[src/rtl/dep_map.svh]
// Offsets, indices, field positions and reset values of the pixel register bank
`ifndef DEP_MAP_SVH
`define DEP_MAP_SVH

`define DEP_OFS_CMD    16'h9AE8
`define DEP_OFS_MASK   16'hAEE8
`define DEP_OFS_CMP    16'hB2E8
`define DEP_OFS_BGMIX  16'hB6E8
`define DEP_OFS_FGMIX  16'hBAE8
`define DEP_OFS_IDX    16'hBEE8

`define DEP_IX_HEIGHT  4'h0
`define DEP_IX_TOP     4'h1
`define DEP_IX_LEFT    4'h2
`define DEP_IX_MISC    4'hE
`define DEP_IX_RDSEL   4'hF

`define DEP_RB_HEIGHT  4'h0
`define DEP_RB_TOP     4'h1
`define DEP_RB_LEFT    4'h2
`define DEP_RB_MISC    4'h6

`define DEP_MISC_UPPER 4
`define DEP_MISC_POL   7
`define DEP_MISC_CMPEN 8
`define DEP_MISC_WIDE  9

`define DEP_RST_WORD   32'h0000_0000
`define DEP_RST_FIELD  12'h000
`define DEP_RST_HALF   16'h0000

`endif

[src/rtl/dep_pkg.sv]
// Types shared by the pixel register bank modules
package dep_pkg;

    typedef enum logic [1:0]
    {
        DEP_SRC_BG   = 2'b00,
        DEP_SRC_FG   = 2'b01,
        DEP_SRC_HOST = 2'b10,
        DEP_SRC_MEM  = 2'b11
    } dep_src_t;

    typedef struct packed
    {
        dep_src_t   src;
        logic [3:0] mix;
    } dep_mix_t;

    typedef struct packed
    {
        logic        pendValid;
        logic [15:0] pendWord;
        logic        outValid;
        logic [15:0] outWord;
    } dep_pipe_st_t;

    typedef struct packed
    {
        logic        valid;
        logic [31:0] color;
        logic [31:0] we;
    } dep_mixu_st_t;

    typedef struct packed
    {
        logic [31:0] cmpValue;
        logic [31:0] planeMask;
        dep_mix_t    bgMix;
        dep_mix_t    fgMix;
        logic [11:0] height;
        logic [11:0] clipTop;
        logic [11:0] clipLeft;
        logic [11:0] misc;
        logic [3:0]  readIdx;
        logic [31:0] rdData;
        logic        rdValid;
    } dep_regs_st_t;

endpackage

[src/rtl/dep_cfg_if.sv]
// Configuration carried from the register bank to the pixel mix unit
`timescale 1ns/100ps
interface dep_cfg_if;
    dep_pkg::dep_mix_t bgMix;
    dep_pkg::dep_mix_t fgMix;
    logic              compareEn;
    logic              comparePol;
    logic [31:0]       compareValue;
    logic [31:0]       planeMask;

    modport regs (output bgMix, fgMix, compareEn, comparePol, compareValue, planeMask);
    modport mixu (input bgMix, fgMix, compareEn, comparePol, compareValue, planeMask);
endinterface

[src/rtl/dep_wr_pipe.sv]
// One-deep holding stage for indexed register writes
`timescale 1ns/100ps
`include "dep_map.svh"
module dep_wr_pipe
(
    // Clock and reset
    input  wire logic        core_clk,
    input  wire logic        rst,
    // New indexed write
    input  wire logic        pushValid,
    input  wire logic [15:0] pushWord,
    input  wire logic        flush,
    // Write landing in the register file
    output logic             commitValid,
    output logic [15:0]      commitWord
);

    dep_pkg::dep_pipe_st_t q;
    dep_pkg::dep_pipe_st_t d;

    always_comb
    begin
        d          = q;
        d.outValid = 1'b0;
        // A held write lands only when pushed out or flushed
        if (q.pendValid && (pushValid || flush))
        begin
            d.outValid  = 1'b1;
            d.outWord   = q.pendWord;
            d.pendValid = 1'b0;
        end
        if (pushValid)
        begin
            d.pendValid = 1'b1;
            d.pendWord  = pushWord;
        end
    end

    always_ff @(posedge core_clk or posedge rst)
    begin
        if (rst)
            q <= '{1'b0, `DEP_RST_HALF, 1'b0, `DEP_RST_HALF};
        else
            q <= d;
    end

    assign commitValid = q.outValid;
    assign commitWord  = q.outWord;

endmodule

[src/rtl/dep_mix_unit.sv]
// Per-pixel color source, compare and logical mix
`timescale 1ns/100ps
`include "dep_map.svh"
module dep_mix_unit
(
    // Clock and reset
    input  wire logic        core_clk,
    input  wire logic        rst,
    // Configuration
    dep_cfg_if.mixu          cfg,
    // Pixel request
    input  wire logic        pixReq,
    input  wire logic        pixUseFg,
    input  wire logic        pixTransfer,
    input  wire logic [31:0] bgColor,
    input  wire logic [31:0] fgColor,
    input  wire logic [31:0] hostColor,
    input  wire logic [31:0] curColor,
    input  wire logic [31:0] writeMask,
    // Pixel result
    output logic             pixOutValid,
    output logic [31:0]      pixOut,
    output logic [31:0]      pixWe
);

    dep_pkg::dep_mixu_st_t q;
    dep_pkg::dep_mixu_st_t d;

    function automatic logic [31:0] dep_mix(input logic [3:0] op,
                                            input logic [31:0] c,
                                            input logic [31:0] n);
        unique case (op)
            4'h0: dep_mix = ~c;
            4'h1: dep_mix = 32'h0000_0000;
            4'h2: dep_mix = 32'hFFFF_FFFF;
            4'h3: dep_mix = c;
            4'h4: dep_mix = ~n;
            4'h5: dep_mix = c ^ n;
            4'h6: dep_mix = ~(c ^ n);
            4'h7: dep_mix = n;
            4'h8: dep_mix = ~c | ~n;
            4'h9: dep_mix = c | ~n;
            4'hA: dep_mix = ~c | n;
            4'hB: dep_mix = c | n;
            4'hC: dep_mix = c & n;
            4'hD: dep_mix = ~c & n;
            4'hE: dep_mix = c & ~n;
            4'hF: dep_mix = ~c & ~n;
        endcase
    endfunction

    dep_pkg::dep_mix_t sel;
    logic [31:0]       newColor;
    logic              match;
    logic              suppress;

    always_comb
    begin
        d        = q;
        sel      = pixUseFg ? cfg.fgMix : cfg.bgMix;
        unique case (sel.src)
            dep_pkg::DEP_SRC_BG:   newColor = bgColor;
            dep_pkg::DEP_SRC_FG:   newColor = fgColor;
            dep_pkg::DEP_SRC_HOST: newColor = hostColor;
            dep_pkg::DEP_SRC_MEM:  newColor = curColor;
        endcase
        if (pixTransfer)
            newColor = newColor & cfg.planeMask;
        match    = (newColor == cfg.compareValue);
        suppress = cfg.compareEn && (cfg.comparePol ? !match : match);
        d.valid  = pixReq;
        if (pixReq)
        begin
            d.color = dep_mix(sel.mix, curColor, newColor);
            d.we    = suppress ? 32'h0000_0000 : writeMask;
        end
    end

    always_ff @(posedge core_clk or posedge rst)
    begin
        if (rst)
            q <= '{1'b0, `DEP_RST_WORD, `DEP_RST_WORD};
        else
            q <= d;
    end

    assign pixOutValid = q.valid;
    assign pixOut      = q.color;
    assign pixWe       = q.we;

endmodule

[src/rtl/dep_regs.sv]
// Pixel write path register bank of the 2D drawing engine
`timescale 1ns/100ps
`include "dep_map.svh"
module dep_regs
(
    // Clock and reset
    input  wire logic        core_clk,
    input  wire logic        rst,
    // Host register access
    input  wire logic [15:0] hostAddr,
    input  wire logic        hostWrite,
    input  wire logic        hostRead,
    input  wire logic        hostDword,
    input  wire logic        hostMmio,
    input  wire logic [31:0] hostWrData,
    output logic [31:0]      hostRdData,
    output logic             hostRdValid,
    // Engine mode
    input  wire logic        pixel32Mode,
    // Pixel request
    input  wire logic        pixReq,
    input  wire logic        pixUseFg,
    input  wire logic        pixTransfer,
    input  wire logic [31:0] bgColor,
    input  wire logic [31:0] fgColor,
    input  wire logic [31:0] hostColor,
    input  wire logic [31:0] curColor,
    input  wire logic [31:0] writeMask,
    // Pixel result
    output logic             pixOutValid,
    output logic [31:0]      pixOut,
    output logic [31:0]      pixWe,
    // Geometry to the drawing engine
    output logic [11:0]      rectHeight,
    output logic [11:0]      clipTop,
    output logic [11:0]      clipLeft
);

    // ------------------------------------------------------------
    // Access width helpers
    // ------------------------------------------------------------

    function automatic logic [1:0] dep_lanes(input logic full,
                                             input logic px32,
                                             input logic upper);
        if (full)
            dep_lanes = 2'b11;
        else if (px32 && upper)
            dep_lanes = 2'b10;
        else
            dep_lanes = 2'b01;
    endfunction

    function automatic logic [31:0] dep_merge(input logic [31:0] old,
                                              input logic [31:0] data,
                                              input logic [1:0]  lanes);
        unique case (lanes)
            2'b11:   dep_merge = data;
            2'b10:   dep_merge = {data[15:0], old[15:0]};
            default: dep_merge = {old[31:16], data[15:0]};
        endcase
    endfunction

    function automatic logic [31:0] dep_pick(input logic [31:0] val,
                                             input logic [1:0]  lanes);
        unique case (lanes)
            2'b11:   dep_pick = val;
            2'b10:   dep_pick = {`DEP_RST_HALF, val[31:16]};
            default: dep_pick = {`DEP_RST_HALF, val[15:0]};
        endcase
    endfunction

    // Reserved mix bits are dropped on write and read as zero
    function automatic logic [31:0] dep_mix_word(input dep_pkg::dep_mix_t m);
        dep_mix_word = {25'h000_0000, m.src, 1'b0, m.mix};
    endfunction

    // ------------------------------------------------------------
    // State
    // ------------------------------------------------------------

    dep_pkg::dep_regs_st_t q;
    dep_pkg::dep_regs_st_t d;

    logic        fullWord;
    logic        split;
    logic [1:0]  lanes;
    logic        toggle;
    logic        pushValid;
    logic        flushPipe;
    logic        commitValid;
    logic [15:0] commitWord;
    logic [15:0] readback;

    dep_cfg_if cfgBus ();

    // ------------------------------------------------------------
    // Indexed write pipeline
    // ------------------------------------------------------------

    dep_wr_pipe u_pipe
    (
        .core_clk    (core_clk),
        .rst         (rst),
        .pushValid   (pushValid),
        .pushWord    (hostWrData[15:0]),
        .flush       (flushPipe),
        .commitValid (commitValid),
        .commitWord  (commitWord)
    );

    // ------------------------------------------------------------
    // Pixel mix unit
    // ------------------------------------------------------------

    dep_mix_unit u_mix
    (
        .core_clk    (core_clk),
        .rst         (rst),
        .cfg         (cfgBus.mixu),
        .pixReq      (pixReq),
        .pixUseFg    (pixUseFg),
        .pixTransfer (pixTransfer),
        .bgColor     (bgColor),
        .fgColor     (fgColor),
        .hostColor   (hostColor),
        .curColor    (curColor),
        .writeMask   (writeMask),
        .pixOutValid (pixOutValid),
        .pixOut      (pixOut),
        .pixWe       (pixWe)
    );

    assign cfgBus.bgMix        = q.bgMix;
    assign cfgBus.fgMix        = q.fgMix;
    assign cfgBus.compareEn    = q.misc[`DEP_MISC_CMPEN];
    assign cfgBus.comparePol   = q.misc[`DEP_MISC_POL];
    assign cfgBus.compareValue = q.cmpValue;
    assign cfgBus.planeMask    = q.planeMask;

    // ------------------------------------------------------------
    // Readback selection
    // ------------------------------------------------------------

    always_comb
    begin
        unique case (q.readIdx)
            `DEP_RB_HEIGHT: readback = {`DEP_IX_HEIGHT, q.height};
            `DEP_RB_TOP:    readback = {`DEP_IX_TOP, q.clipTop};
            `DEP_RB_LEFT:   readback = {`DEP_IX_LEFT, q.clipLeft};
            `DEP_RB_MISC:   readback = {`DEP_IX_MISC, q.misc};
            // Registers kept outside this bank read as zero
            default:        readback = `DEP_RST_HALF;
        endcase
    end

    // ------------------------------------------------------------
    // Host access and register update
    // ------------------------------------------------------------

    always_comb
    begin
        d         = q;
        d.rdValid = 1'b0;
        toggle    = 1'b0;
        pushValid = 1'b0;
        flushPipe = 1'b0;
        // 16-bit access under wide not guarded
        fullWord  = hostDword && (hostMmio || q.misc[`DEP_MISC_WIDE]);
        split     = !fullWord && pixel32Mode;
        lanes     = dep_lanes(fullWord, pixel32Mode, q.misc[`DEP_MISC_UPPER]);

        if (hostRead)
        begin
            d.rdValid = 1'b1;
            d.rdData  = `DEP_RST_WORD;
            unique case (hostAddr)
                `DEP_OFS_CMP:
                begin
                    d.rdData = dep_pick(q.cmpValue, lanes);
                    toggle   = split;
                end
                `DEP_OFS_MASK:
                begin
                    d.rdData = dep_pick(q.planeMask, lanes);
                    toggle   = split;
                end
                `DEP_OFS_BGMIX:
                    d.rdData = dep_mix_word(q.bgMix);
                `DEP_OFS_FGMIX:
                    d.rdData = dep_mix_word(q.fgMix);
                `DEP_OFS_IDX:
                begin
                    d.rdData  = {`DEP_RST_HALF, readback};
                    d.readIdx = q.readIdx + 4'h1;
                end
                default:
                    d.rdData = `DEP_RST_WORD;
            endcase
        end

        if (hostWrite)
        begin
            unique case (hostAddr)
                `DEP_OFS_CMP:
                begin
                    d.cmpValue = dep_merge(q.cmpValue, hostWrData, lanes);
                    toggle     = split;
                end
                `DEP_OFS_MASK:
                begin
                    d.planeMask = dep_merge(q.planeMask, hostWrData, lanes);
                    toggle      = split;
                end
                `DEP_OFS_BGMIX:
                    d.bgMix = dep_pkg::dep_mix_t'({hostWrData[6:5], hostWrData[3:0]});
                `DEP_OFS_FGMIX:
                    d.fgMix = dep_pkg::dep_mix_t'({hostWrData[6:5], hostWrData[3:0]});
                `DEP_OFS_IDX:
                begin
                    if (hostWrData[15:12] == `DEP_IX_RDSEL)
                        d.readIdx = hostWrData[3:0];
                    else
                        pushValid = 1'b1;
                end
                // any command write drains held write
                `DEP_OFS_CMD:
                    flushPipe = 1'b1;
                default:
                    flushPipe = 1'b0;
            endcase
        end

        if (commitValid)
        begin
            unique case (commitWord[15:12])
                `DEP_IX_HEIGHT: d.height   = commitWord[11:0];
                `DEP_IX_TOP:    d.clipTop  = commitWord[11:0];
                `DEP_IX_LEFT:   d.clipLeft = commitWord[11:0];
                `DEP_IX_MISC:   d.misc     = commitWord[11:0];
                // Indices served elsewhere in the engine
                default:        d.misc     = d.misc;
            endcase
        end

        if (toggle)
            d.misc[`DEP_MISC_UPPER] = ~d.misc[`DEP_MISC_UPPER];
    end

    always_ff @(posedge core_clk or posedge rst)
    begin
        if (rst)
        begin
            q <= '{`DEP_RST_WORD, `DEP_RST_WORD, 6'h00, 6'h00,
                   `DEP_RST_FIELD, `DEP_RST_FIELD, `DEP_RST_FIELD,
                   `DEP_RST_FIELD, 4'h0, `DEP_RST_WORD, 1'b0};
        end
        else
        begin
            q <= d;
        end
    end

    assign hostRdData  = q.rdData;
    assign hostRdValid = q.rdValid;
    assign rectHeight  = q.height;
    assign clipTop     = q.clipTop;
    assign clipLeft    = q.clipLeft;

endmodule

[config.mk]
export PLATFORM = sky130hd
export DESIGN_NAME = dep_regs
export DESIGN_NICKNAME = d
export VERILOG_FILES = /design/src/rtl/dep_pkg.sv /design/src/rtl/dep_cfg_if.sv /design/src/rtl/dep_wr_pipe.sv /design/src/rtl/dep_mix_unit.sv /design/src/rtl/dep_regs.sv
export VERILOG_INCLUDE_DIRS = /design/src /design/src/rtl
export SDC_FILE = /design/constraint.sdc
export NUM_CORES = 1
export LEC_CHECK = 0
export ABC_CLOCK_PERIOD_IN_PS = 9230
export BUFFER_PORTS_ARGS = -buffer_cell sky130_fd_sc_hd__buf_2
export CAP_MARGIN = 10
export CORE_MARGIN = 5
export CORE_UTILIZATION = 45
export CTS_CLUSTER_DIAMETER = 40
export DETAILED_ROUTE_END_ITERATION = 8
export PLACE_DENSITY_LB_ADDON = 0.3
export SYNTH_ARGS = -nofsm -noshare
export SYNTH_HDL_FRONTEND = slang
export SYNTH_SLANG_ARGS = --single-unit
[constraint.sdc]
create_clock -name core_clk -period 9.23 [get_ports core_clk]
set_input_delay 2.3075 -clock core_clk [delete_from_list [all_inputs] [get_ports core_clk]]
set_output_delay 2.3075 -clock core_clk [all_outputs]
set_load 0.01 [all_outputs]
* Yosys cells after proc, flatten, opt, wreduce, memory -nomap -nowiden *
Cells that the tools add are included.

cells by class
  add/sub/neg operators = 1
  eq/ne operators = 34
  multiplexer cells = 33
  bitwise operators = 15
  reduce and logical (&&, ||, !) cells = 26

operators with widths
  operator                count
  $pmux W32 S16           1
  $pmux W32 S2            3
  $and A32 B32 Y32        5
  $pmux W32 S5            1
  $or A32 B32 Y32         4
  $pmux W32 S4            1
  $eq A16 B16 Y1 const B  6
  $not A32 Y32            3
  $mux W32                2
  $pmux W16 S4            1
  $eq A4 B4 Y1 const B    10
  $mux W37                1
  $mux W17                2
  $eq A32 B32 Y1          1
  $xor A32 B32 Y32        1
  $eq A4 B3 Y1 const B    5
  $eq A4 B2 Y1 const B    4
  $mux W4                 4
  $eq A4 B1 Y1 const B    3
  $logic_not A4 Y1        3
  $mux W1                 12
  $reduce_and A2 Y1       6
  $reduce_and A3 Y1       4
  $mux W5                 2
  other kinds (12)        24

storage, ports and cells
  register bits after elaboration = 260
  bits of input ports = 218
  output and inout port bits = 134
  logic and storage cells = 132

* Depth between registers and ports, before layout *
Gate-level depths: netlist of run 1.

  depth after elaboration = 10
  mapped depth = 14
  depth with buffers taken out = 9

* By module *
Synthesis of run 1 repeated with hierarchy kept, for this count alone.

second synthesis, totals
  cell total of the unflattened synthesis = 1943
  area, all modules = 18044.8 µm²

modules (own cells, without submodules)
  module        instances  cells each  area each (µm²)  seq. area each (µm²)
  dep_mix_unit  1          1131        8414.3           1626.6
  dep_regs      1          722         8194.1           4028.9
  dep_wr_pipe   1          90          1436.4           850.8

* Worst setup path after synthesis of run 1 *
OpenSTA, ideal clock, no wires.

  path type = input -> register
  start = in pixUseFg
  end = reg u_mix.q (netlist bit u_mix.pixWe[0])
  setup time = 0.128 ns
  data arrival time = 5.052 ns
  required time = 9.102 ns
  slack = 4.050 ns
  stages = 10
  path through = buf_6 > mux2i_2 > mux2i_1 > a211oi_1 > xnor2_1 > o2111ai_1 > or4_1 > nor4_4 > buf_6 > nor3_2

between the ends
  word-level cells in the longest chain between the ends = 10
  elaborated cells on any way between the ends = 13
  those cells by class = 4 x eq/ne; 5 x mux; 1 x bitwise; 3 x reduce/logical

RTL lines
  element                                     RTL line            RTL
  from (decl)                                 dep_regs.sv:22      input wire logic pixUseFg,
  $mux W6 (*)                                 dep_mix_unit.sv:60  sel = pixUseFg ? cfg.fgMix : cfg.bgMix;
  $eq A2 B2 Y1, or another cell as far along  dep_mix_unit.sv:61  unique case (sel.src)
  $pmux W32 S4 (*)                            dep_mix_unit.sv:61
  $and A32 B32 Y32                            dep_mix_unit.sv:68  newColor = newColor & cfg.planeMask;
  $mux W32 (*)                                dep_mix_unit.sv:67  if (pixTransfer)
  $eq A32 B32 Y1 (*)                          dep_mix_unit.sv:69  match = (newColor == cfg.compareValue);
  $logic_not A1 Y1                            dep_mix_unit.sv:70  suppress = cfg.compareEn && (cfg.comparePol ? !match : match);
  $mux W1 (*)                                 dep_mix_unit.sv:70
  $logic_and A1 B1 Y1 (*)                     dep_mix_unit.sv:70
  $mux W32 (*)                                dep_mix_unit.sv:75  d.we = suppress ? 32'h0000_0000 : writeMask;
  to (signal assigned)                        dep_mix_unit.sv:82  q <= '{1'b0, `DEP_RST_WORD, `DEP_RST_WORD};
  to (decl)                                   dep_mix_unit.sv:26  dep_pkg::dep_mixu_st_t q;

Mark *: on every way between the ends. The rest lies on a longest branch, timed or not.
A chain may end at the register's enable or synchronous reset.

* Worst setup path in the final report of run 1 *
  start = in pixUseFg
  end = reg u_mix.q (netlist bit u_mix.pixWe[30])

The elaborated chain is that of the path after synthesis.

==> results of run 1 <==
==> registers in the layout, summed over array words and instances (netlist names) <==
signal               flops
cfgBus.compareEn         1
u_pipe.commitWord       16
q                       14
hostRdValid              1
u_pipe.commitValid       1
clipLeft                12
cfgBus.bgMix             6
rectHeight              12
u_pipe.q                17
u_mix.pixWe             32
cfgBus.fgMix             6
cfgBus.comparePol        1
cfgBus.planeMask        32
cfgBus.compareValue     32
u_mix.pixOut            32
clipTop                 12
u_mix.pixOutValid        1
hostRdData              32
==> final cells by class <==
class	instances	area share
well taps	518	0.0318
diodes	1	0.000123
repair buffers	378	0.0970
flip-flops and latches	260	0.320
clock inverters	24	0.0163
multi-input cells	1391	0.468
clock buffers	52	0.0573
inverters	52	0.00977
==> report_power, final <==
group          switching, uW  total (uW)  internal (uW)
Combinational            248         395            148
Sequential              21.4        1190           1170
Clock                    611        1660           1050
Total                    880        3250           2370
==> cell usage in the layout (no fill, tap or decap), types with 9 or more instances in the layout <==
cell type  instances
buf_2            350
or3_1             39
o221ai_1          11
nor3_2            32
o311ai_0          10
nor2_1           108
a211oi_1          34
a21boi_0          10
mux2_2           107
o211ai_1          18
a21oi_1          109
a31oi_1           13
inv_1             51
a22o_1             9
nand3_1           24
a221oi_1          22
clkbuf_16         41
dfrtp_1          260
o22ai_1           65
xnor2_1           64
a22oi_1           57
or2_2             10
mux2i_1           70
nor2b_1           38
clkbuf_8          10
buf_4             27
or4_1              9
nand2b_1          33
o21ai_0          110
nand2_1          199
nor3_1            15
==> metrics by stage <==
| step | total power (uW) | cells | cell area (um^2) | setup WS [ns] | hold slack (ns) |
|---|---|---|---|---|---|
| after CTS | 3270 | 2675 | 20400 | 3.30 | 0.473 |
| after global routing | 3360 | 2675 | 20400 | 3.02 | 0.487 |
| after floorplan | 1430 | 1912 | 17400 | 3.49 | 0.442 |
| after global placement | 1600 | 2599 | 18900 | 2.84 | 0.459 |
| final | 3250 | 2676 | 20400 | 3.19 | 0.467 |
| after detailed placement | 1600 | 2599 | 18900 | 2.71 | 0.459 |
==> layer usage <==
layer | track usage | routed length (um) | vias up
met5 | 0 | 25 | -
met4 | 0.138 | 3430 | 4
met3 | 0.0559 | 5690 | 158
met2 | 0.501 | 31900 | 854
met1 | 0.434 | 28900 | 8121
li1 | - | - | 7416
==> worst max-delay path: stages <==
cell and delay, ns:
buf_2 0.07, buf_4 0.55, mux2i_2 0.80, mux2i_1 0.19
a211oi_2 0.68, xnor2_1 0.19, o2111ai_1 0.20, or4_1 0.57
nor4_4 0.22, buf_4 0.49, nor3_1 0.12
==> path summary, 6_finish.rpt <==
kind                       slack, ns  cells past startpoint              endpoint       startpoint
max in group asynchronous       5.83                      3          u_pipe.q[33]              rst
max                             3.19                     11       u_mix.pixWe[30]         pixUseFg
min reg2reg                     0.47                      2  u_pipe.commitWord[7]     u_pipe.q[24]
min in group asynchronous       1.97                      2        hostRdData[30]              rst
min                             0.47                      2  u_pipe.commitWord[7]     u_pipe.q[24]
max reg2reg                     4.82                      9       u_mix.pixWe[30]  cfgBus.bgMix[4]
==> kinds of logic after synthesis <==
kind of cell               synth area share
and+or+nand+nor                       0.175
xor gates and xnor gates             0.0358
DFF                                   0.375
buffers and inverters                0.0784
adders and majority gates           0.00288
muxes                                 0.112
AOI/OAI and AO/OA                     0.221
==> impl_metrics.py, run 1 <==
metrics = {
    "yosys": {
        "avgSynthCellArea_um2": 9.07,
        "synth.area.top_cells": "dfrtp_1 38%, mux2_2 6.9%, nand2_1 4.3%",
        "synth_edf_count": 0,
        "synthFlopType": "dfrtp_1",
        "netlist_instances": 1912,
        "synth_top_area_share": 0.375,
        "synth_async_sr_flop_share": 1.00,
        "ys_top_cells_by_count": "260 x dfrtp_1, 199 x nand2_1, 111 x o21ai_0",
        "synthesis.area_mm2": 0.0173,
        "ys_ff_latch": 260,
        "synth_fp_nets": 2134,
        "ys_seq_area_frac": 0.375,
        "yosys_warnings": 0,
        "synth_largest_area_cell": "dfrtp_1",
        "post-synth-top-count-cell": "dfrtp_1",
        "synthDistinctLibCells": 96,
    },
    "timing": {
        "finClkSkew_ns": 0.0371,
        "setup_violations": 0,
        "fin_crit_ns": 6.04,
        "hold_viol_final": 0,
        "finalCritPeriodShare": 0.654,
        "slew_headroom": 0.237,
        "rsz0062_at_grt": "false",
        "setup-tns-final_ns": 0,
        "fmax_mhz": 166,
        "worstMarginPinSlew_ns": 1.12,
        "drv_slew": 0,
    },
    "power_and_ir_drop": {
        "peakVddDrop_v": 0.000224,
        "p_leak_uw": 0.00919,
        "power_density_mw_per_mm2": 160,
    },
    "clock_tree": {
        "cts_hold_buf": 0,
        "clockBufferDepth": 3,
        "clock_latency_ns": 0.58,
        "cts_tree": "done",
        "clk_pin_slew_ns": 0.06,
        "h-tree-depth": 2,
        "cts.sinks": 260,
        "postCtsSetupBuffers": 0,
        "root_buffer": "clkbuf_16",
        "cts_resized": 0,
        "cts_buffers": 41,
    },
    "cells_and_area": {
        "multi_input_area_mm2": 0.00953,
        "drive_gt1_frac": 0.298,
        "fillCellCount": 3543,
        "fin_nets": 2346,
        "layout.area.seq_mm2": 0.00651,
        "area_growth_pct": 17.4,
        "finish.utilization": 0.531,
    },
    "die": {
        "io-pin-count": 352,
        "die_y_um": 206,
        "coreArea_mm2": 0.0384,
        "dieArea_mm2": 0.0426,
        "rows": 72,
        "die_w_um": 206,
        "start_util": 0.452,
    },
    "placement": {
        "gp_congestion": 1.04,
        "dp_hpwl_um": 52200,
        "port_buffers": 351,
    },
    "status": {
        "outcome": "finished, final reports clean",
    },
    "critical_path": {
        "crit_arrival_ns": 6.43,
        "crit_path_end_kind": "register",
        "critPathRequiredTime_ns": 9.62,
        "cp-start-kind": "input port",
        "worstPathMaxFanout": 66,
        "path_class": "in2reg",
    },
    "grt": {
        "grtUsageTotal": 0.319,
        "gr-total-overflow": 0,
        "grt_pass1_wl_um": 102000,
        "grt_pass1_vias": 16052,
        "grt_max_degree": 168,
        "antenna_found_initial": 2,
    },
    "route": {
        "drt_iter0_markers": 1555,
        "via_per_inst": 6.19,
        "avgRoutedWirePerCell_um": 26.2,
        "drc_errors": 0,
        "vias": 16553,
        "finalWirelength_um": 70000,
        "antenna_left": 0,
        "drt-pass1-iter-count": 5,
    },
    "run": {
        "drv_cap": 0,
    },
    "worst_hold_path": {
        "min_path_type": "reg2reg",
    },
}
(Power assumes the default switching activity.)
==> inputs of run 2 (changes only) <==
--- a/config.mk
+++ b/config.mk
@@ -6,7 +6,8 @@
 export SDC_FILE = /design/constraint.sdc
 export NUM_CORES = 1
 export LEC_CHECK = 0
-export ABC_CLOCK_PERIOD_IN_PS = 9230
+export ABC_AREA = 1
+export ABC_CLOCK_PERIOD_IN_PS = 5700
 export BUFFER_PORTS_ARGS = -buffer_cell sky130_fd_sc_hd__buf_2
 export CAP_MARGIN = 10
 export CORE_MARGIN = 5
==> constraint.sdc (replaced) <==
create_clock -name core_clk -period 5.7 [get_ports core_clk]
set_input_delay 1.425 -clock core_clk [delete_from_list [all_inputs] [get_ports core_clk]]
set_output_delay 1.425 -clock core_clk [all_outputs]
set_load 0.01 [all_outputs]
==> impl_metrics.py, run 2 <==
metrics = {
    "worst_hold_path": {
        "whs_path_depth": 2,
        "whs_endpoint": "u_mix.pixWe[4]",
        "min_path_type": "reg2reg",
        "min-delay-start": "u_mix.pixWe[4]",
    },
    "placement": {
        "gp_congestion": 1.00,
        "dpl-instance-area_mm2": 0.0190,
        "port_buffers": 351,
        "dp_hpwl_um": 54900,
        "dp.cells": 3297,
    },
    "die": {
        "die_w_um": 206,
        "dieArea_mm2": 0.0426,
        "start_util": 0.452,
        "coreArea_mm2": 0.0384,
        "die_y_um": 206,
        "rows": 72,
        "io-pin-count": 352,
    },
    "power_and_ir_drop": {
        "p_leak_uw": 0.0107,
        "power_density_mw_per_mm2": 271,
        "clkPwrFrac": 0.508,
        "power.total_uw": 5580,
        "power.switching_uw": 1610,
        "p_comb_frac": 0.142,
        "switching_share": 0.288,
        "peakVddDrop_v": 0.000236,
        "intPower_uw": 3970,
        "pwr-share-seq": 0.350,
    },
    "cells_and_area": {
        "fin_nets": 3050,
        "layout_common_cells": "778 x nand2_1, 351 x buf_2, 309 x inv_1, 308 x o21ai_0, 260 x dfrtp_1",
        "area_growth_pct": 18.5,
        "final_area_mm2": 0.0206,
        "mostFrequentLayoutCell": "nand2_1",
        "instances_no_fill": 3383,
        "drive_gt1_frac": 0.188,
    },
    "timing": {
        "worstMarginPinSlew_ns": 1.19,
        "finClkSkew_ns": 0.0260,
        "hold_viol_final": 0,
        "setup-tns-final_ns": 0,
        "fmax_mhz": 219,
        "slew_headroom": 0.206,
        "drv_slew": 0,
        "whs_ns": 0.471,
        "finalCritPeriodShare": 0.800,
        "fin_crit_ns": 4.56,
        "setup_violations": 0,
        "rsz0062_at_grt": "false",
    },
    "yosys": {
        "synth_edf_count": 0,
        "synth_fp_nets": 2803,
        "synthesis.area_mm2": 0.0174,
        "synth.area.top_cells": "dfrtp_1 37%, nand2_1 17%, o21ai_0 8.9%",
        "avgSynthCellArea_um2": 6.73,
        "ys_ff_latch": 260,
        "synthDistinctLibCells": 53,
        "synth_async_sr_flop_share": 1.00,
        "post-synth-top-count-cell": "nand2_1",
        "yosys_warnings": 0,
        "synth_top_area_share": 0.375,
        "synthFlopType": "dfrtp_1",
        "ys_seq_area_frac": 0.375,
        "ys_top_cells_by_count": "778 x nand2_1, 310 x inv_1, 308 x o21ai_0",
        "synth_largest_area_cell": "dfrtp_1",
        "netlist_instances": 2581,
    },
    "critical_path": {
        "crit_arrival_ns": 5.01,
        "slowest_stage": "nand3_2",
        "critical-path-top-delay-family": "simple AND/OR/NAND/NOR gates",
        "rrSetupSlack_ns": 1.87,
        "reg2reg_depth": 18,
        "cp_common_cell": "nand2_1",
        "cp-start-kind": "input port",
        "crit_chain": "buf_2 > inv_2 > nand2_1 > nand2_2 > buf_12 > o21ai_1 > nand3_1 > nand2_2 > nand2_1 > nand2_1 > nand2_1 > nor2_1 > nand2_1 > nor2_1 > nand2_1 > nand2_1 > nand3_2 > nand2_1 > nand2_1",
        "crit_buf_inv": 3,
        "path_class": "in2reg",
        "critPathRequiredTime_ns": 6.14,
        "worstPathMaxFanout": 46,
        "cp_num_cells": 19,
        "timing.rr.start": "cfgBus.bgMix[4]",
        "crit_path_end_kind": "register",
        "critPathMaxStageDelay_ns": 0.55,
        "r2r-end": "u_mix.pixWe[29]",
    },
    "run": {
        "drv_cap": 0,
    },
    "grt": {
        "antenna_found_initial": 2,
        "grt_pass1_vias": 17257,
        "grtUsageTotal": 0.327,
        "top_usage_layer": "met2",
        "grtUsageMet1": 0.445,
        "grt_max_degree": 134,
        "grt_pass1_wl_um": 106000,
        "gr-total-overflow": 0,
        "grtUsageMet3": 0.0780,
        "met2_usage": 0.497,
    },
    "clock_tree": {
        "cts.sinks": 260,
        "clk_pin_slew_ns": 0.05,
        "cts_resized": 0,
        "clockBufferDepth": 3,
        "clock_latency_ns": 0.58,
        "cts_hold_buf": 0,
        "postCtsSetupBuffers": 0,
        "root_buffer": "clkbuf_16",
        "h-tree-depth": 2,
        "cts_buffers": 47,
        "cts_tree": "done",
    },
    "route": {
        "drt-pass1-iter-count": 5,
        "drt_iter0_markers": 2383,
        "vias": 18687,
        "avgRoutedWirePerCell_um": 21.3,
        "antenna_left": 0,
        "via_per_inst": 5.52,
        "finalWirelength_um": 72100,
        "drc_errors": 0,
    },
    "status": {
        "outcome": "finished, final reports clean",
    },
}
-- run 2: cell types whose count changed in the layout (fill, tap and decap cells not counted), sizes merged, moves of 62 or more --
cell | previous run | this run
o21ai | 115 | 355
xnor2 | 64 | 2
mux2i | 73 | 0
inv | 55 | 337
mux2 | 107 | 0
nand2 | 201 | 813
nand3 | 24 | 197
-- run 2: how the worst max path moves through the flow --
stage | startpoint | end
final | pixUseFg | u_mix.pixWe[29]
after global routing | pixUseFg | u_mix.pixWe[11]
after CTS | pixUseFg | u_mix.pixWe[29]
after detailed placement | pixUseFg | u_mix.pixWe[11]
after global placement | pixUseFg | u_mix.pixWe[2]
after floorplan | rst | cfgBus.bgMix[0]
-- run 2: power groups by stage --
| stage | clock, uW | combinational (uW) | sequential [uW] |
|---|---|---|---|
| after detailed placement | 0 | 780 | 1980 |
| after global routing | 2950 | 869 | 1960 |
| after global placement | 0 | 772 | 1980 |
| final | 2840 | 792 | 1950 |
| after floorplan | 0 | 422 | 2000 |
| after CTS | 2860 | 783 | 1950 |
-- run 2: layer usage --
| layer | part of all wire | wire [um] |
|---|---|---|
| met5 | 0.0011 | 80 |
| met4 | 0.043 | 3130 |
| met3 | 0.10 | 7280 |
| met2 | 0.45 | 32100 |
| met1 | 0.41 | 29500 |
-- run 2: cells by family (layout without fill, tap and decap cells) --
logic type / count (synthesis) / in the layout / share of synthesized area
other cells: 0 / 1 / 0
buf+inv: 519 / 802 / 0.134
compound gates: 522 / 522 / 0.166
flops: 260 / 260 / 0.375
simple gates: 1217 / 1217 / 0.292
fa+ha+maj: 4 / 4 / 0.00288
xor+xnor: 59 / 59 / 0.0298
-- run 2: layout make-up --
| type | instances | area, um^2 |
|---|---|---|
| Multi-Input combinational cell | 1802 | 8530 |
| Fill cell | 3784 | 17800 |
| Clock inverter | 27 | 320 |
| Inverter | 333 | 1250 |
| Tap cell | 518 | 648 |
| Sequential cell | 260 | 6510 |
| Clock buffer | 58 | 1280 |
| Timing Repair Buffer | 384 | 2040 |
| Antenna cell | 1 | 2.50 |
-- run 2: worst reg2reg max path, delay by kind of cell, from the launching register on --
kind	cells	cell delay (ns)
AOI/OAI and AO/OA	1	0.13
and+or+nand+nor	15	2.64
buffers and inverters	2	0.47
DFF	1	0.44
-- run 2: per-stage QoR --
| step | worst slack, ns | util |
|---|---|---|
| 4_1_cts | 1.21 | 0.536 |
| 3_5_place_dp | 0.629 | 0.495 |
| 5_1_grt | 0.842 | 0.536 |
| 3_3_place_gp | 0.683 | 0.495 |
| 2_1_floorplan | 0.847 | - |
| 6_report | 1.14 | 0.536 |
